[config.mk]
export PLATFORM = sky130hd
export DESIGN_NAME = fldc_top
export DESIGN_NICKNAME = d
export VERILOG_FILES = /design/src/verilog/fldc_cfg.v /design/src/verilog/fldc_top.v
export VERILOG_INCLUDE_DIRS = /design/src /design/src/verilog
export SDC_FILE = /design/constraint.sdc
export NUM_CORES = 2
export LEC_CHECK = 0
export ABC_AREA = 0
export BUFFER_PORTS_ARGS = -buffer_cell sky130_fd_sc_hd__buf_2
export CORE_MARGIN = 2
export CORE_UTILIZATION = 65
export CTS_CLUSTER_DIAMETER = 30
export DETAILED_ROUTE_END_ITERATION = 7
export PLACE_DENSITY = 0.86
export SETUP_SLACK_MARGIN = 0.4
export SYNTH_ARGS = -nofsm -noshare
export SYNTH_HDL_FRONTEND = slang
export SYNTH_HIERARCHICAL = 1
export SYNTH_SLANG_ARGS = --single-unit
[constraint.sdc]
create_clock -name clk -period 15.7 [get_ports clk]
set_input_delay 1.57 -clock clk [delete_from_list [all_inputs] [get_ports clk]]
set_output_delay 1.57 -clock clk [all_outputs]
set_load 0.1 [all_outputs]
[src/verilog/fldc_defines.vh]
`ifndef FLDC_DEFINES_VH
`define FLDC_DEFINES_VH

// register byte addresses
`define FLDC_ADDR_CTRL      8'h00
`define FLDC_ADDR_STATUS    8'h04
`define FLDC_ADDR_MASK      8'h08
`define FLDC_ADDR_LOG_INDEX 8'h0c
`define FLDC_ADDR_LOG_DATA  8'h10
`define FLDC_ADDR_LOG_COUNT 8'h14
`define FLDC_ADDR_CFG_INDEX 8'h18
`define FLDC_ADDR_CFG_DATA  8'h1c
`define FLDC_ADDR_STATE     8'h20

// control register bits (write-only pulses)
`define FLDC_CTRL_FORCE_STORE 0
`define FLDC_CTRL_STORE_ALL   1
`define FLDC_CTRL_CLEAR_LOG   2

// status / mask bits
`define FLDC_ST_LOG_MADE   0
`define FLDC_ST_WARN       1
`define FLDC_ST_STORE_DONE 2
`define FLDC_ST_WIDTH      3
`define FLDC_MASK_RESET    3'h0

// fault cause codes, channel 0, plus channel 1 offset and forced store
`define FLDC_CAUSE_ON_TIME  8'h00
`define FLDC_CAUSE_OUT_OV   8'h01
`define FLDC_CAUSE_OUT_UV   8'h02
`define FLDC_CAUSE_OUT_OC   8'h03
`define FLDC_CAUSE_OVER_T   8'h05
`define FLDC_CAUSE_UNDER_T  8'h06
`define FLDC_CAUSE_IN_UV    8'h07
`define FLDC_CAUSE_INT_T    8'h0a
`define FLDC_CAUSE_CH1_ADD  8'h10
`define FLDC_CAUSE_FORCED   8'hff

// log layout
`define FLDC_LOG_LEN        8'd147
`define FLDC_LOG_LAST       8'd146
`define FLDC_LOG_CAUSE_BYTE 8'd4
`define FLDC_LOG_REC_START  8'd27
`define FLDC_REC_BYTES      8'd20
`define FLDC_REC_COUNT      4'd6
`define FLDC_REC_NEWEST_OFS 4'd5
`define FLDC_PREFACE        32'h5a5a0101

// configuration words
`define FLDC_CFG_PAGE 2'd0
`define FLDC_CFG_ADDR 2'd1
`define FLDC_CFG_PEC  2'd2
`define FLDC_CFG_OPER 2'd3
`define FLDC_CFG_LAST 2'd3
`define FLDC_DEF_PAGE 8'h00
`define FLDC_DEF_ADDR 8'h4f
`define FLDC_DEF_PEC  8'h00
`define FLDC_DEF_OPER 8'h80
`define FLDC_OPER_ON_BIT 7

`endif

[src/verilog/fldc_cfg.v]
`timescale 1ns/100ps
`default_nettype none
`include "fldc_defines.vh"

module fldc_cfg (
	input  wire        clk,
	input  wire        nrst,
	input  wire        store_all,
	input  wire        wr_en,
	input  wire [1:0]  wr_idx,
	input  wire [7:0]  wr_data,
	output wire [31:0] ram_flat,
	output reg         ready_reg,
	output reg         busy_reg,
	output reg         store_done_reg
);

	localparam ST_LOAD  = 2'd0;
	localparam ST_IDLE  = 2'd1;
	localparam ST_STORE = 2'd2;

	reg [7:0] nvm_mem [0:3];
	reg [7:0] ram_mem [0:3];
	reg [1:0] state_reg;
	reg [1:0] idx_reg;
	integer   i;

	assign ram_flat = {ram_mem[3], ram_mem[2], ram_mem[1], ram_mem[0]};

	////////////////////////////////////////////////////////////////////////
	// nonvolatile image holds the factory defaults until a store-all
	always @(posedge clk or negedge nrst) begin
		if (!nrst) begin
			nvm_mem[0] <= `FLDC_DEF_PAGE;
			nvm_mem[1] <= `FLDC_DEF_ADDR;
			nvm_mem[2] <= `FLDC_DEF_PEC;
			nvm_mem[3] <= `FLDC_DEF_OPER;
			for (i = 0; i < 4; i = i + 1) begin
				ram_mem[i] <= 8'h00;
			end
			state_reg      <= ST_LOAD;
			idx_reg        <= 2'd0;
			ready_reg      <= 1'b0;
			busy_reg       <= 1'b1;
			store_done_reg <= 1'b0;
		end else begin
			store_done_reg <= 1'b0;
			case (state_reg)
			ST_LOAD: begin
				ram_mem[idx_reg] <= nvm_mem[idx_reg];
				idx_reg <= idx_reg + 2'd1;
				if (idx_reg == `FLDC_CFG_LAST) begin
					state_reg <= ST_IDLE;
					ready_reg <= 1'b1;
					busy_reg  <= 1'b0;
				end
			end
			ST_IDLE: begin
				// host writes land only in working ram
				if (wr_en) begin
					ram_mem[wr_idx] <= wr_data;
				end
				if (store_all) begin
					state_reg <= ST_STORE;
					busy_reg  <= 1'b1;
					idx_reg   <= 2'd0;
				end
			end
			ST_STORE: begin
				nvm_mem[idx_reg] <= ram_mem[idx_reg];
				idx_reg <= idx_reg + 2'd1;
				if (idx_reg == `FLDC_CFG_LAST) begin
					state_reg      <= ST_IDLE;
					busy_reg       <= 1'b0;
					store_done_reg <= 1'b1;
				end
			end
			default: begin
				state_reg <= ST_IDLE;
			end
			endcase
		end
	end

endmodule

`default_nettype wire

[src/verilog/fldc_top.v]
`timescale 1ns/100ps
`default_nettype none
`include "fldc_defines.vh"

// Operation
// - channel 0 cause codes 0x00 to 0x0a
// - channel 1 adds 0x10, forced store 0xff
// - record bytes 0-9 readings, high first, bytes 10-11 zero
// - record bytes 12-19 status bytes and words
// - init copies nonvolatile config into ram
// - loaded config rules until first command
// - store-all writes ram back to nonvolatile
// - alert follows warnings without bus traffic
// - default page 0, address 0x4f, no pec
// - output on under run, soft off
// - log read 147 bytes, count zero if none
// - cause at byte 4, six records newest first
module fldc_top (
	input  wire        clk,
	input  wire        nrst,
	input  wire [7:0]  addr,
	input  wire [7:0]  wdata,
	input  wire        wr,
	input  wire        rd,
	output reg  [7:0]  rdata_reg,
	output reg         irq_reg,
	input  wire        conv_done,
	input  wire [15:0] vout0,
	input  wire [15:0] vout1,
	input  wire [15:0] iout0,
	input  wire [15:0] iout1,
	input  wire [15:0] vin,
	input  wire [7:0]  status_vout0,
	input  wire [7:0]  status_vout1,
	input  wire [15:0] status_word0,
	input  wire [15:0] status_word1,
	input  wire [7:0]  status_mfr0,
	input  wire [7:0]  status_mfr1,
	input  wire [7:0]  fault_ch0,
	input  wire [7:0]  fault_ch1,
	input  wire        warn,
	input  wire        run_pin,
	output reg         alert_reg,
	output reg         out_enable_reg,
	output reg         soft_off_reg,
	output reg         page_reg,
	output reg  [6:0]  bus_addr_reg,
	output reg         pec_req_reg,
	output reg         cfg_ready_reg
);

	////////////////////////////////////////////////////////////////////////
	// cause encoder: lowest flag of channel 0 wins, then channel 1
	function [7:0] fldc_cause;
		input [7:0] flags;
		begin
			if (flags[0])
				fldc_cause = `FLDC_CAUSE_ON_TIME;
			else if (flags[1])
				fldc_cause = `FLDC_CAUSE_OUT_OV;
			else if (flags[2])
				fldc_cause = `FLDC_CAUSE_OUT_UV;
			else if (flags[3])
				fldc_cause = `FLDC_CAUSE_OUT_OC;
			else if (flags[4])
				fldc_cause = `FLDC_CAUSE_OVER_T;
			else if (flags[5])
				fldc_cause = `FLDC_CAUSE_UNDER_T;
			else if (flags[6])
				fldc_cause = `FLDC_CAUSE_IN_UV;
			else
				fldc_cause = `FLDC_CAUSE_INT_T;
		end
	endfunction

	reg  [159:0]            rec_mem [0:5];
	reg  [2:0]              wp_reg;
	reg                     log_valid_reg;
	reg                     pending_reg;
	reg  [7:0]              cause_reg;
	reg  [7:0]              log_idx_reg;
	reg  [1:0]              cfg_idx_reg;
	reg  [`FLDC_ST_WIDTH-1:0] status_reg;
	reg  [`FLDC_ST_WIDTH-1:0] mask_reg;
	reg                     run_s1_reg;
	reg                     run_s2_reg;
	reg                     run_s3_reg;
	reg                     run_level_reg;
	reg                     host_seen_reg;
	reg  [7:0]              rd_next;
	reg  [7:0]              log_byte;
	reg  [7:0]              rel;
	reg  [7:0]              rsel;
	reg  [7:0]              roff;
	reg  [3:0]              ring_t;
	reg  [3:0]              ring_idx;
	reg  [159:0]            rec_shift;
	wire [31:0]             ram_flat;
	wire [31:0]             preface = `FLDC_PREFACE;
	wire                    cfg_ready;
	wire                    cfg_busy;
	wire                    store_done;
	wire [159:0]            snapshot;
	wire                    ctrl_wr;
	wire                    force_store;
	wire                    store_all;
	wire                    clear_log;
	wire                    oper_on;
	wire [`FLDC_ST_WIDTH-1:0] st_set;
	wire [`FLDC_ST_WIDTH-1:0] st_clr;
	integer                 i;

	assign ctrl_wr     = wr && (addr == `FLDC_ADDR_CTRL);
	assign force_store = ctrl_wr && wdata[`FLDC_CTRL_FORCE_STORE];
	assign store_all   = ctrl_wr && wdata[`FLDC_CTRL_STORE_ALL];
	assign clear_log   = ctrl_wr && wdata[`FLDC_CTRL_CLEAR_LOG];
	assign oper_on     = ram_flat[8*`FLDC_CFG_OPER + `FLDC_OPER_ON_BIT];

	// byte 0 of the record is the top byte of the word
	assign snapshot = {vout0, vout1, iout0, iout1, vin, 16'h0000,
		status_vout0, status_vout1, status_word0, status_word1,
		status_mfr0, status_mfr1};

	fldc_cfg u_cfg (
		.clk            (clk),
		.nrst           (nrst),
		.store_all      (store_all),
		.wr_en          (wr && (addr == `FLDC_ADDR_CFG_DATA)),
		.wr_idx         (cfg_idx_reg),
		.wr_data        (wdata),
		.ram_flat       (ram_flat),
		.ready_reg      (cfg_ready),
		.busy_reg       (cfg_busy),
		.store_done_reg (store_done)
	);

	////////////////////////////////////////////////////////////////////////
	// record ring and capture
	always @(posedge clk or negedge nrst) begin
		if (!nrst) begin
			for (i = 0; i < 6; i = i + 1) begin
				rec_mem[i] <= 160'h0;
			end
			wp_reg        <= 3'd0;
			log_valid_reg <= 1'b0;
			pending_reg   <= 1'b0;
			cause_reg     <= 8'h00;
		end else begin
			// a finishing capture beats a clear; a valid log blocks more logging
			if (clear_log && !(pending_reg && conv_done)) begin
				log_valid_reg <= 1'b0;
				pending_reg   <= 1'b0;
			end else if (!log_valid_reg) begin
				if (conv_done) begin
					rec_mem[wp_reg] <= snapshot;
					wp_reg <= (wp_reg == 3'd5) ? 3'd0 : wp_reg + 3'd1;
					if (pending_reg) begin
						log_valid_reg <= 1'b1;
						pending_reg   <= 1'b0;
					end
				end
				if (!pending_reg && cfg_ready) begin
					if (force_store) begin
						pending_reg <= 1'b1;
						cause_reg   <= `FLDC_CAUSE_FORCED;
					end else if (|fault_ch0) begin
						pending_reg <= 1'b1;
						cause_reg   <= fldc_cause(fault_ch0);
					end else if (|fault_ch1) begin
						pending_reg <= 1'b1;
						cause_reg   <= fldc_cause(fault_ch1) + `FLDC_CAUSE_CH1_ADD;
					end
				end
			end
		end
	end

	////////////////////////////////////////////////////////////////////////
	// log byte lookup, newest record first after the header
	always @* begin
		rel       = log_idx_reg - `FLDC_LOG_REC_START;
		rsel      = rel / `FLDC_REC_BYTES;
		roff      = rel - rsel * `FLDC_REC_BYTES;
		ring_t    = {1'b0, wp_reg} + `FLDC_REC_NEWEST_OFS - rsel[3:0];
		ring_idx  = (ring_t >= `FLDC_REC_COUNT) ? ring_t - `FLDC_REC_COUNT : ring_t;
		rec_shift = rec_mem[ring_idx[2:0]] << {roff, 3'b000};
		if (!log_valid_reg)
			log_byte = 8'h00;
		else if (log_idx_reg < 8'd4)
			log_byte = preface[{~log_idx_reg[1:0], 3'b000} +: 8];
		else if (log_idx_reg == `FLDC_LOG_CAUSE_BYTE)
			log_byte = cause_reg;
		else if (log_idx_reg < `FLDC_LOG_REC_START)
			log_byte = 8'h00;
		else
			log_byte = rec_shift[159:152];
	end

	////////////////////////////////////////////////////////////////////////
	// register read mux
	always @* begin
		rd_next = 8'h00;
		if (addr == `FLDC_ADDR_STATUS)
			rd_next = {5'h00, status_reg};
		else if (addr == `FLDC_ADDR_MASK)
			rd_next = {5'h00, mask_reg};
		else if (addr == `FLDC_ADDR_LOG_INDEX)
			rd_next = log_idx_reg;
		else if (addr == `FLDC_ADDR_LOG_DATA)
			rd_next = log_byte;
		else if (addr == `FLDC_ADDR_LOG_COUNT)
			rd_next = log_valid_reg ? `FLDC_LOG_LEN : 8'h00;
		else if (addr == `FLDC_ADDR_CFG_INDEX)
			rd_next = {6'h00, cfg_idx_reg};
		else if (addr == `FLDC_ADDR_CFG_DATA)
			rd_next = ram_flat[{cfg_idx_reg, 3'b000} +: 8];
		else if (addr == `FLDC_ADDR_STATE)
			rd_next = {1'b0, host_seen_reg, cfg_busy, out_enable_reg, run_level_reg, pending_reg,
				log_valid_reg, cfg_ready};
	end

	assign st_set = {store_done, warn, conv_done & pending_reg & ~log_valid_reg};
	assign st_clr = (wr && (addr == `FLDC_ADDR_STATUS)) ? wdata[`FLDC_ST_WIDTH-1:0] : 3'h0;

	////////////////////////////////////////////////////////////////////////
	// register file
	always @(posedge clk or negedge nrst) begin
		if (!nrst) begin
			rdata_reg     <= 8'h00;
			status_reg    <= 3'h0;
			mask_reg      <= `FLDC_MASK_RESET;
			log_idx_reg   <= 8'h00;
			cfg_idx_reg   <= 2'd0;
			irq_reg       <= 1'b0;
			host_seen_reg <= 1'b0;
		end else begin
			rdata_reg <= rd ? rd_next : 8'h00;
			// set beats clear in the same cycle
			status_reg <= (status_reg & ~st_clr) | st_set;
			irq_reg <= |(status_reg & mask_reg);
			if (wr || rd)
				host_seen_reg <= 1'b1;
			if (wr && (addr == `FLDC_ADDR_MASK))
				mask_reg <= wdata[`FLDC_ST_WIDTH-1:0];
			if (wr && (addr == `FLDC_ADDR_CFG_INDEX))
				cfg_idx_reg <= wdata[1:0];
			if (wr && (addr == `FLDC_ADDR_LOG_INDEX))
				log_idx_reg <= (wdata > `FLDC_LOG_LAST) ? `FLDC_LOG_LAST : wdata;
			else if (rd && (addr == `FLDC_ADDR_LOG_DATA) && (log_idx_reg != `FLDC_LOG_LAST))
				log_idx_reg <= log_idx_reg + 8'd1;
		end
	end

	////////////////////////////////////////////////////////////////////////
	// run pin synchroniser, change taken once stages two and three agree
	always @(posedge clk or negedge nrst) begin
		if (!nrst) begin
			run_s1_reg    <= 1'b0;
			run_s2_reg    <= 1'b0;
			run_s3_reg    <= 1'b0;
			run_level_reg <= 1'b0;
		end else begin
			run_s1_reg <= run_pin;
			run_s2_reg <= run_s1_reg;
			run_s3_reg <= run_s2_reg;
			if (run_s2_reg == run_s3_reg)
				run_level_reg <= run_s3_reg;
		end
	end

	////////////////////////////////////////////////////////////////////////
	// active configuration outputs; held off until ram is loaded, except alert, which follows warn from reset
	always @(posedge clk or negedge nrst) begin
		if (!nrst) begin
			alert_reg      <= 1'b0;
			out_enable_reg <= 1'b0;
			soft_off_reg   <= 1'b0;
			page_reg       <= 1'b0;
			bus_addr_reg   <= 7'h00;
			pec_req_reg    <= 1'b0;
			cfg_ready_reg  <= 1'b0;
		end else begin
			alert_reg     <= warn;
			cfg_ready_reg <= cfg_ready;
			if (cfg_ready) begin
				// ram still mirrors the loaded image until the host writes
				page_reg       <= ram_flat[8*`FLDC_CFG_PAGE];
				bus_addr_reg   <= ram_flat[8*`FLDC_CFG_ADDR +: 7];
				pec_req_reg    <= ram_flat[8*`FLDC_CFG_PEC];
				out_enable_reg <= oper_on & run_level_reg;
				soft_off_reg   <= oper_on & out_enable_reg & ~run_level_reg;
			end else begin
				out_enable_reg <= 1'b0;
				soft_off_reg   <= 1'b0;
			end
		end
	end

endmodule

`default_nettype wire
Word-level counts from Yosys, hierarchy flattened
Cells that the tools add are included.
{"block": "totals", "ff_bits": 1087, "latch_bits": 0, "mem_bits_rw": 0, "romBits": 0, "inputBits": 183, "memories": 0}
{"block": "op_classes", "n_addsub": 9, "n_mul": 1, "div_mod_pow": 1, "magnitude_cmp": 11, "n_eq_ne": 19, "shifts": 3, "n_mux": 87, "n_bitwise": 17, "reduce_logical": 37}
{"cell": "$bwmux 960", "n": 1}
{"cell": "$bmux 160 s3", "n": 1}
{"cell": "$demux 160 s3", "n": 1}
{"cell": "$mux 160", "n": 3}
{"cell": "$mux 8", "n": 31}
{"cell": "$shl 160x11->160", "n": 1}
{"cell": "$bwmux 32", "n": 3}
{"cell": "$pmux 32 s2", "n": 1}
{"cell": "$mux 4", "n": 14}
{"cell": "$bmux 8 s2", "n": 2}
{"cell": "$demux 8 s2", "n": 2}
{"cell": "$eq 8x5->1 const B", "n": 4}
{"cell": "$mux 32", "n": 1}
{"cell": "$shiftx 32x6->8", "n": 1}
{"cell": "$shiftx 32x6->8 const A", "n": 1}
{"cell": "$logic_and 1x1->1", "n": 17}
{"cell": "$mux 1", "n": 17}
{"cell": "$eq 8x3->1 const B", "n": 2}
{"cell": "$eq 8x4->1 const B", "n": 2}
{"cell": "$reduce_or 8->1", "n": 2}
{"cell": "$mux 3", "n": 3}
{"cell": "$add 8x1->8 const B", "n": 1}
{"cell": "$add 8x5->8 const B", "n": 1}
{"cell": "$div 8x5->8 const B", "n": 1}
{"cell": "other kinds (47)", "n": 72}

Depth between registers and ports, before layout
{"block": "depth", "depth_word": 19, "ltp_mapped": 28, "depth_no_buf": 25}

By module
The synthesis kept the hierarchy.
{"module": "fldc_top", "n_inst": 1, "cells_per_inst": 2926, "area_per_inst_um2": 43234.0, "seq_area_each_um2": 22972.0}
{"module": "fldc_cfg", "n_inst": 1, "cells_per_inst": 253, "area_per_inst_um2": 3771.1, "seq_area_each_um2": 1785.5}

Worst setup path after synthesis
No wires, ideal clock.
{"block": "synth_timing", "path_type": "register to register", "startpoint": "register log_idx_reg[2]", "endpoint": "register rdata_reg[7]", "setup_time_ns": 0.127, "arrival_time_ns": 5.487, "required_ns": 15.573, "path_slack_ns": 10.087, "path_stages_with_launch": 22, "n_path_buf": 1, "synth_period_minus_slack_ns": 5.613, "cell_sequence": "dfrtp_1 > clkbuf_1 > o21ai_0 > xor2_1 > a21oi_1 > o21ai_0 > nand3_1 > o32a_1 > ha_1 > inv_1 > ha_1 > fa_1 > xnor2_1 > o221a_2 > a21oi_4 > nand2_2 > mux2_1 > mux4_2 > a2111oi_2 > a311oi_1 > o31ai_1 > a21oi_1"}
{"block": "synth_between", "elab_chain_cells": 19, "elab_cells_between_ends": 25, "classes_between": "add/sub (4); mul (1); div (1); order compare (3); eq/ne (1); shift (1); mux (13); bitwise (1)"}
{"item": "from (decl)", "line_no": "fldc_top.v:81", "rtl": "reg [7:0] log_idx_reg;"}
{"item": "from (signal assigned)", "line_no": "fldc_top.v:248", "rtl": "log_idx_reg <= (wdata > `FLDC_LOG_LAST) ? `FLDC_LOG_LAST : wdata;"}
{"item": "from (signal assigned)", "line_no": "fldc_top.v:250", "rtl": "log_idx_reg <= log_idx_reg + 8'd1;"}
{"item": "branches (longest 12 deep; another with $sub 8x5->8)"}
{"item": "$mux 8 *", "line_no": "fldc_top.v:189", "rtl": "else if (log_idx_reg < 8'd4)"}
{"item": "$mux 8 *", "line_no": "fldc_top.v:187", "rtl": "if (!log_valid_reg)"}
{"item": "$mux 8 *", "line_no": "fldc_top.v:209", "rtl": "else if (addr == `FLDC_ADDR_LOG_DATA)"}
{"item": "$mux 8 *", "line_no": "fldc_top.v:207", "rtl": "else if (addr == `FLDC_ADDR_LOG_INDEX)"}
{"item": "$mux 8 *", "line_no": "fldc_top.v:205", "rtl": "else if (addr == `FLDC_ADDR_MASK)"}
{"item": "$mux 8 *", "line_no": "fldc_top.v:203", "rtl": "if (addr == `FLDC_ADDR_STATUS)"}
{"item": "$mux 8 *", "line_no": "fldc_top.v:237", "rtl": "rdata_reg <= rd ? rd_next : 8'h00;"}
{"item": "to (signal assigned)", "line_no": "fldc_top.v:237"}
{"item": "to (decl)", "line_no": "fldc_top.v:25", "rtl": "output reg [7:0] rdata_reg,"}
Every way passes the cells marked *. The select of a mux whose other input is x is not followed.
A chain may end at the register's enable or synchronous reset.

Worst setup path after layout
{"block": "layout_timing", "startpoint": "register log_idx_reg[0]", "endpoint": "register rdata_reg[5]"}
Same word-level chain as after synthesis.

==> flow_summary.ini <==
[worst_hold_path]
hp-class = flop to flop
hold_end = run_s2_reg
worstHoldStart = run_s1_reg
hold_depth = 0

[timing]
setup_tns_ns = 0
whs_ns = 0.374
fin_crit_ns = 7.95
finalCritPeriodShare = 0.506
rsz0062_at_grt = false
worst_pin_slew_ns = 1.23
slew_headroom = 0.180
skew_ns = 0.0583
setup_viol = 0
hold_viol_final = 0
fmax_mhz = 126
slew_viol_final = 0

[clock_tree]
ctsResizeCount = 0
hold_buffers = 0
clkSinkCount = 989
clk_latency_ns = 0.77
cts_max_level = 4
cts_setup_buffers = 0
cts.clk_slew.worst_paths_ns = 0.05
clk_root_buffer_cell = clkbuf_16
clock_path_buffers = 3
cts_buffers = 172
cts_tree = yes

[yosys]
syn_avg_cell_area_um2 = 14.8
synth_area_um2 = 47000
seq_area_frac_synth = 0.527
synth_edf_count = 0
ys_warn_count = 6
ys_types = 86
synthArstFlopShare = 1.00
ys.flop_type = dfrtp_1
syn_inst = 3179
syn-num-nets = 3384
ys_seq_elements = 989

[power_and_ir_drop]
leakagePower_nw = 23.7
pwr-share-clk = 0.294
pwr-share-seq = 0.327
combPwrFrac = 0.379
powerDensity_nw_per_um2 = 249
p_total_mw = 13.7
switchingPower_mw = 4.79
switching_share = 0.350
p_int_mw = 8.91
vdd_drop_max_mv = 0.156

[detailed_routing]
dr_wl_met3_mm = 10.7
top_layer = met5
drtIter0Drc = 3591
viasPerCell = 6.91
vias = 31049
wl_met1_mm = 50.0
wl_per_cell_um = 30.1
wirelength_mm = 135
ant_nets = 0
firstDrtPassIters = 8
drc = 6
wl_met2_mm = 67.4

[critical_path]
timing.rr.start = log_idx_reg[0]
path_buf_inv = 2
crit_cells = 24
cpMaxStageDelayCell = fa_1
arrival_ns = 8.55
critical-path-top-delay-family = simple AND/OR/NAND/NOR gates
critPathRequiredTime_ns = 16.30
r2r-end = rdata_reg[5]
crit_chain = ha_1 -> o21ai_0 -> xor2_1 -> a21oi_1 -> o21ai_0 -> nand3_1 -> nand3_1 -> o21ai_0 -> a21oi_1 -> o32a_1 -> ha_1 -> inv_1 -> ha_1 -> fa_1 -> nand2b_1 -> o41ai_1 -> nor3_4 -> buf_4 -> mux4_2 -> mux2i_1 -> nor2_1 -> nor4_1 -> nor3_1 -> o31a_1
critPathLaunchType = flop
endpoint_kind = flop
ff2ff_path_depth = 24
crit_fanout = 35
critPathMaxStageDelay_ns = 1.03
critical_path_class = flop to flop
r2r_slack_ns = 7.75

[floorplan]
core_area_um2 = 71500
die_w_um = 273
initial_core_util = 0.658
io_pins = 205
die-area_um2 = 74500
die_h_um = 273
rows = 98

[grt]
first_global_vias = 33275
grt_pass1_wl_mm = 206
gr-total-overflow = 0
antenna_found_initial = 26
grt_use_total = 0.367
grt_max_degree = 216

[place]
hpwl_mm = 78.4
dp_cells = 4157
io_buffers = 204
gp_congestion = 0.929

[cells_and_area]
fill_cells = 3765
largest_reg_flops = 864
area_growth_pct = 17.3
postLayoutCoreUtil = 0.771
drive_gt1_frac = 0.504
fin_cells = 4494
final_nets = 3587
largest-register = rec_mem

[outcome]
violations = DRC
run_status = complete, but fails checks

[run]
maxCapViolCount = 0
-- layer usage --
metal | vias up | track usage
met5 | - | 0
met4 | 18 | 0.184
met3 | 442 | 0.0889
met2 | 1609 | 0.599
met1 | 16455 | 0.464
li1 | 12525 | -
-- synth_stat cells, types with 10 or more instances --
master      n  area share
dfrtp_1   982        0.52
a32o_1     32      0.0068
nand2_1   142       0.011
and3_1     12      0.0016
o22ai_1    10      0.0013
mux2i_1    40      0.0085
clkbuf_1  150       0.012
mux2_2    911        0.22
nor2b_1    12      0.0016
a21o_1     17      0.0027
o211ai_1   11      0.0018
a221oi_1   10      0.0019
a211oi_1   11      0.0018
nand3_1    46      0.0049
a21oi_1    70      0.0075
ha_1       19      0.0051
nand2b_1   12      0.0016
inv_1      31      0.0025
mux4_2    252        0.12
buf_2      32      0.0034
nor3_1     28      0.0030
mux2_4     32       0.010
nor2_1     53      0.0042
buf_1      17      0.0014
o21ai_0    53      0.0056
-- area by class of cell --
class / count / area, µm² / share of cell area
flip-flops and latches: 989 / 24800 / 0.449
multi-input cells: 1946 / 21300 / 0.386
clock buffers: 213 / 4760 / 0.0863
clock inverters: 103 / 1570 / 0.0285
repair buffers: 240 / 1390 / 0.0252
well taps: 950 / 1190 / 0.0216
inverters: 33 / 124 / 0.00225
diodes: 20 / 50.0 / 0.000908
-- layout by cell type, fill, tap and decap left out, types with 24 or more instances in the layout --
master	synthesis	routed
a21oi_1	70	69
a32o_1	32	32
buf_2	32	203
buf_4	9	29
bufinv_16	0	28
clkbuf_16	0	174
clkbuf_8	0	26
dfrtp_1	982	981
inv_1	31	31
mux2_2	911	911
mux2_4	32	32
mux2i_1	40	40
mux4_2	252	252
nand2_1	142	142
nand3_1	46	46
nor2_1	53	53
nor3_1	28	24
o21ai_0	53	53
-- kinds of logic after synthesis --
| group | Yosys count | synth area share |
|---|---|---|
| compound gates | 299 | 0.0456 |
| mux | 1237 | 0.358 |
| xor+xnor | 17 | 0.00317 |
| flops | 989 | 0.527 |
| simple gates | 369 | 0.0380 |
| buf+inv | 244 | 0.0215 |
| fa+ha+maj | 24 | 0.00676 |
-- how the worst max path moves through the flow --
stage	start	to	slack, ns
2_1_floorplan	log_idx_reg[2]	rdata_reg[7]	10.09
3_5_place_dp	log_idx_reg[0]	rdata_reg[1]	8.04
5_1_grt	log_idx_reg[0]	rdata_reg[5]	7.29
6_report	log_idx_reg[0]	rdata_reg[5]	7.75
4_1_cts	log_idx_reg[0]	rdata_reg[1]	7.93
3_3_place_gp	log_idx_reg[0]	rdata_reg[5]	8.03
-- metrics by stage --
stage	area [µm²]	setup WS (ns)
2_1_floorplan	47000	10.09
3_3_place_gp	48700	8.03
3_5_place_dp	48700	8.04
4_1_cts	55100	7.93
5_1_grt	55100	7.29
6_report	55100	7.75
-- power by group through the flow --
stage          registers [mW]  logic (mW)  clock network, mW
2_1_floorplan            4.11        3.69                  0
3_3_place_gp             4.23        4.83                  0
3_5_place_dp             4.37        4.98                  0
4_1_cts                  4.43        5.10               4.05
5_1_grt                  4.56        5.39               4.18
6_report                 4.48        5.19               4.03
No activity file was read; power rests on OpenSTA's default activity.
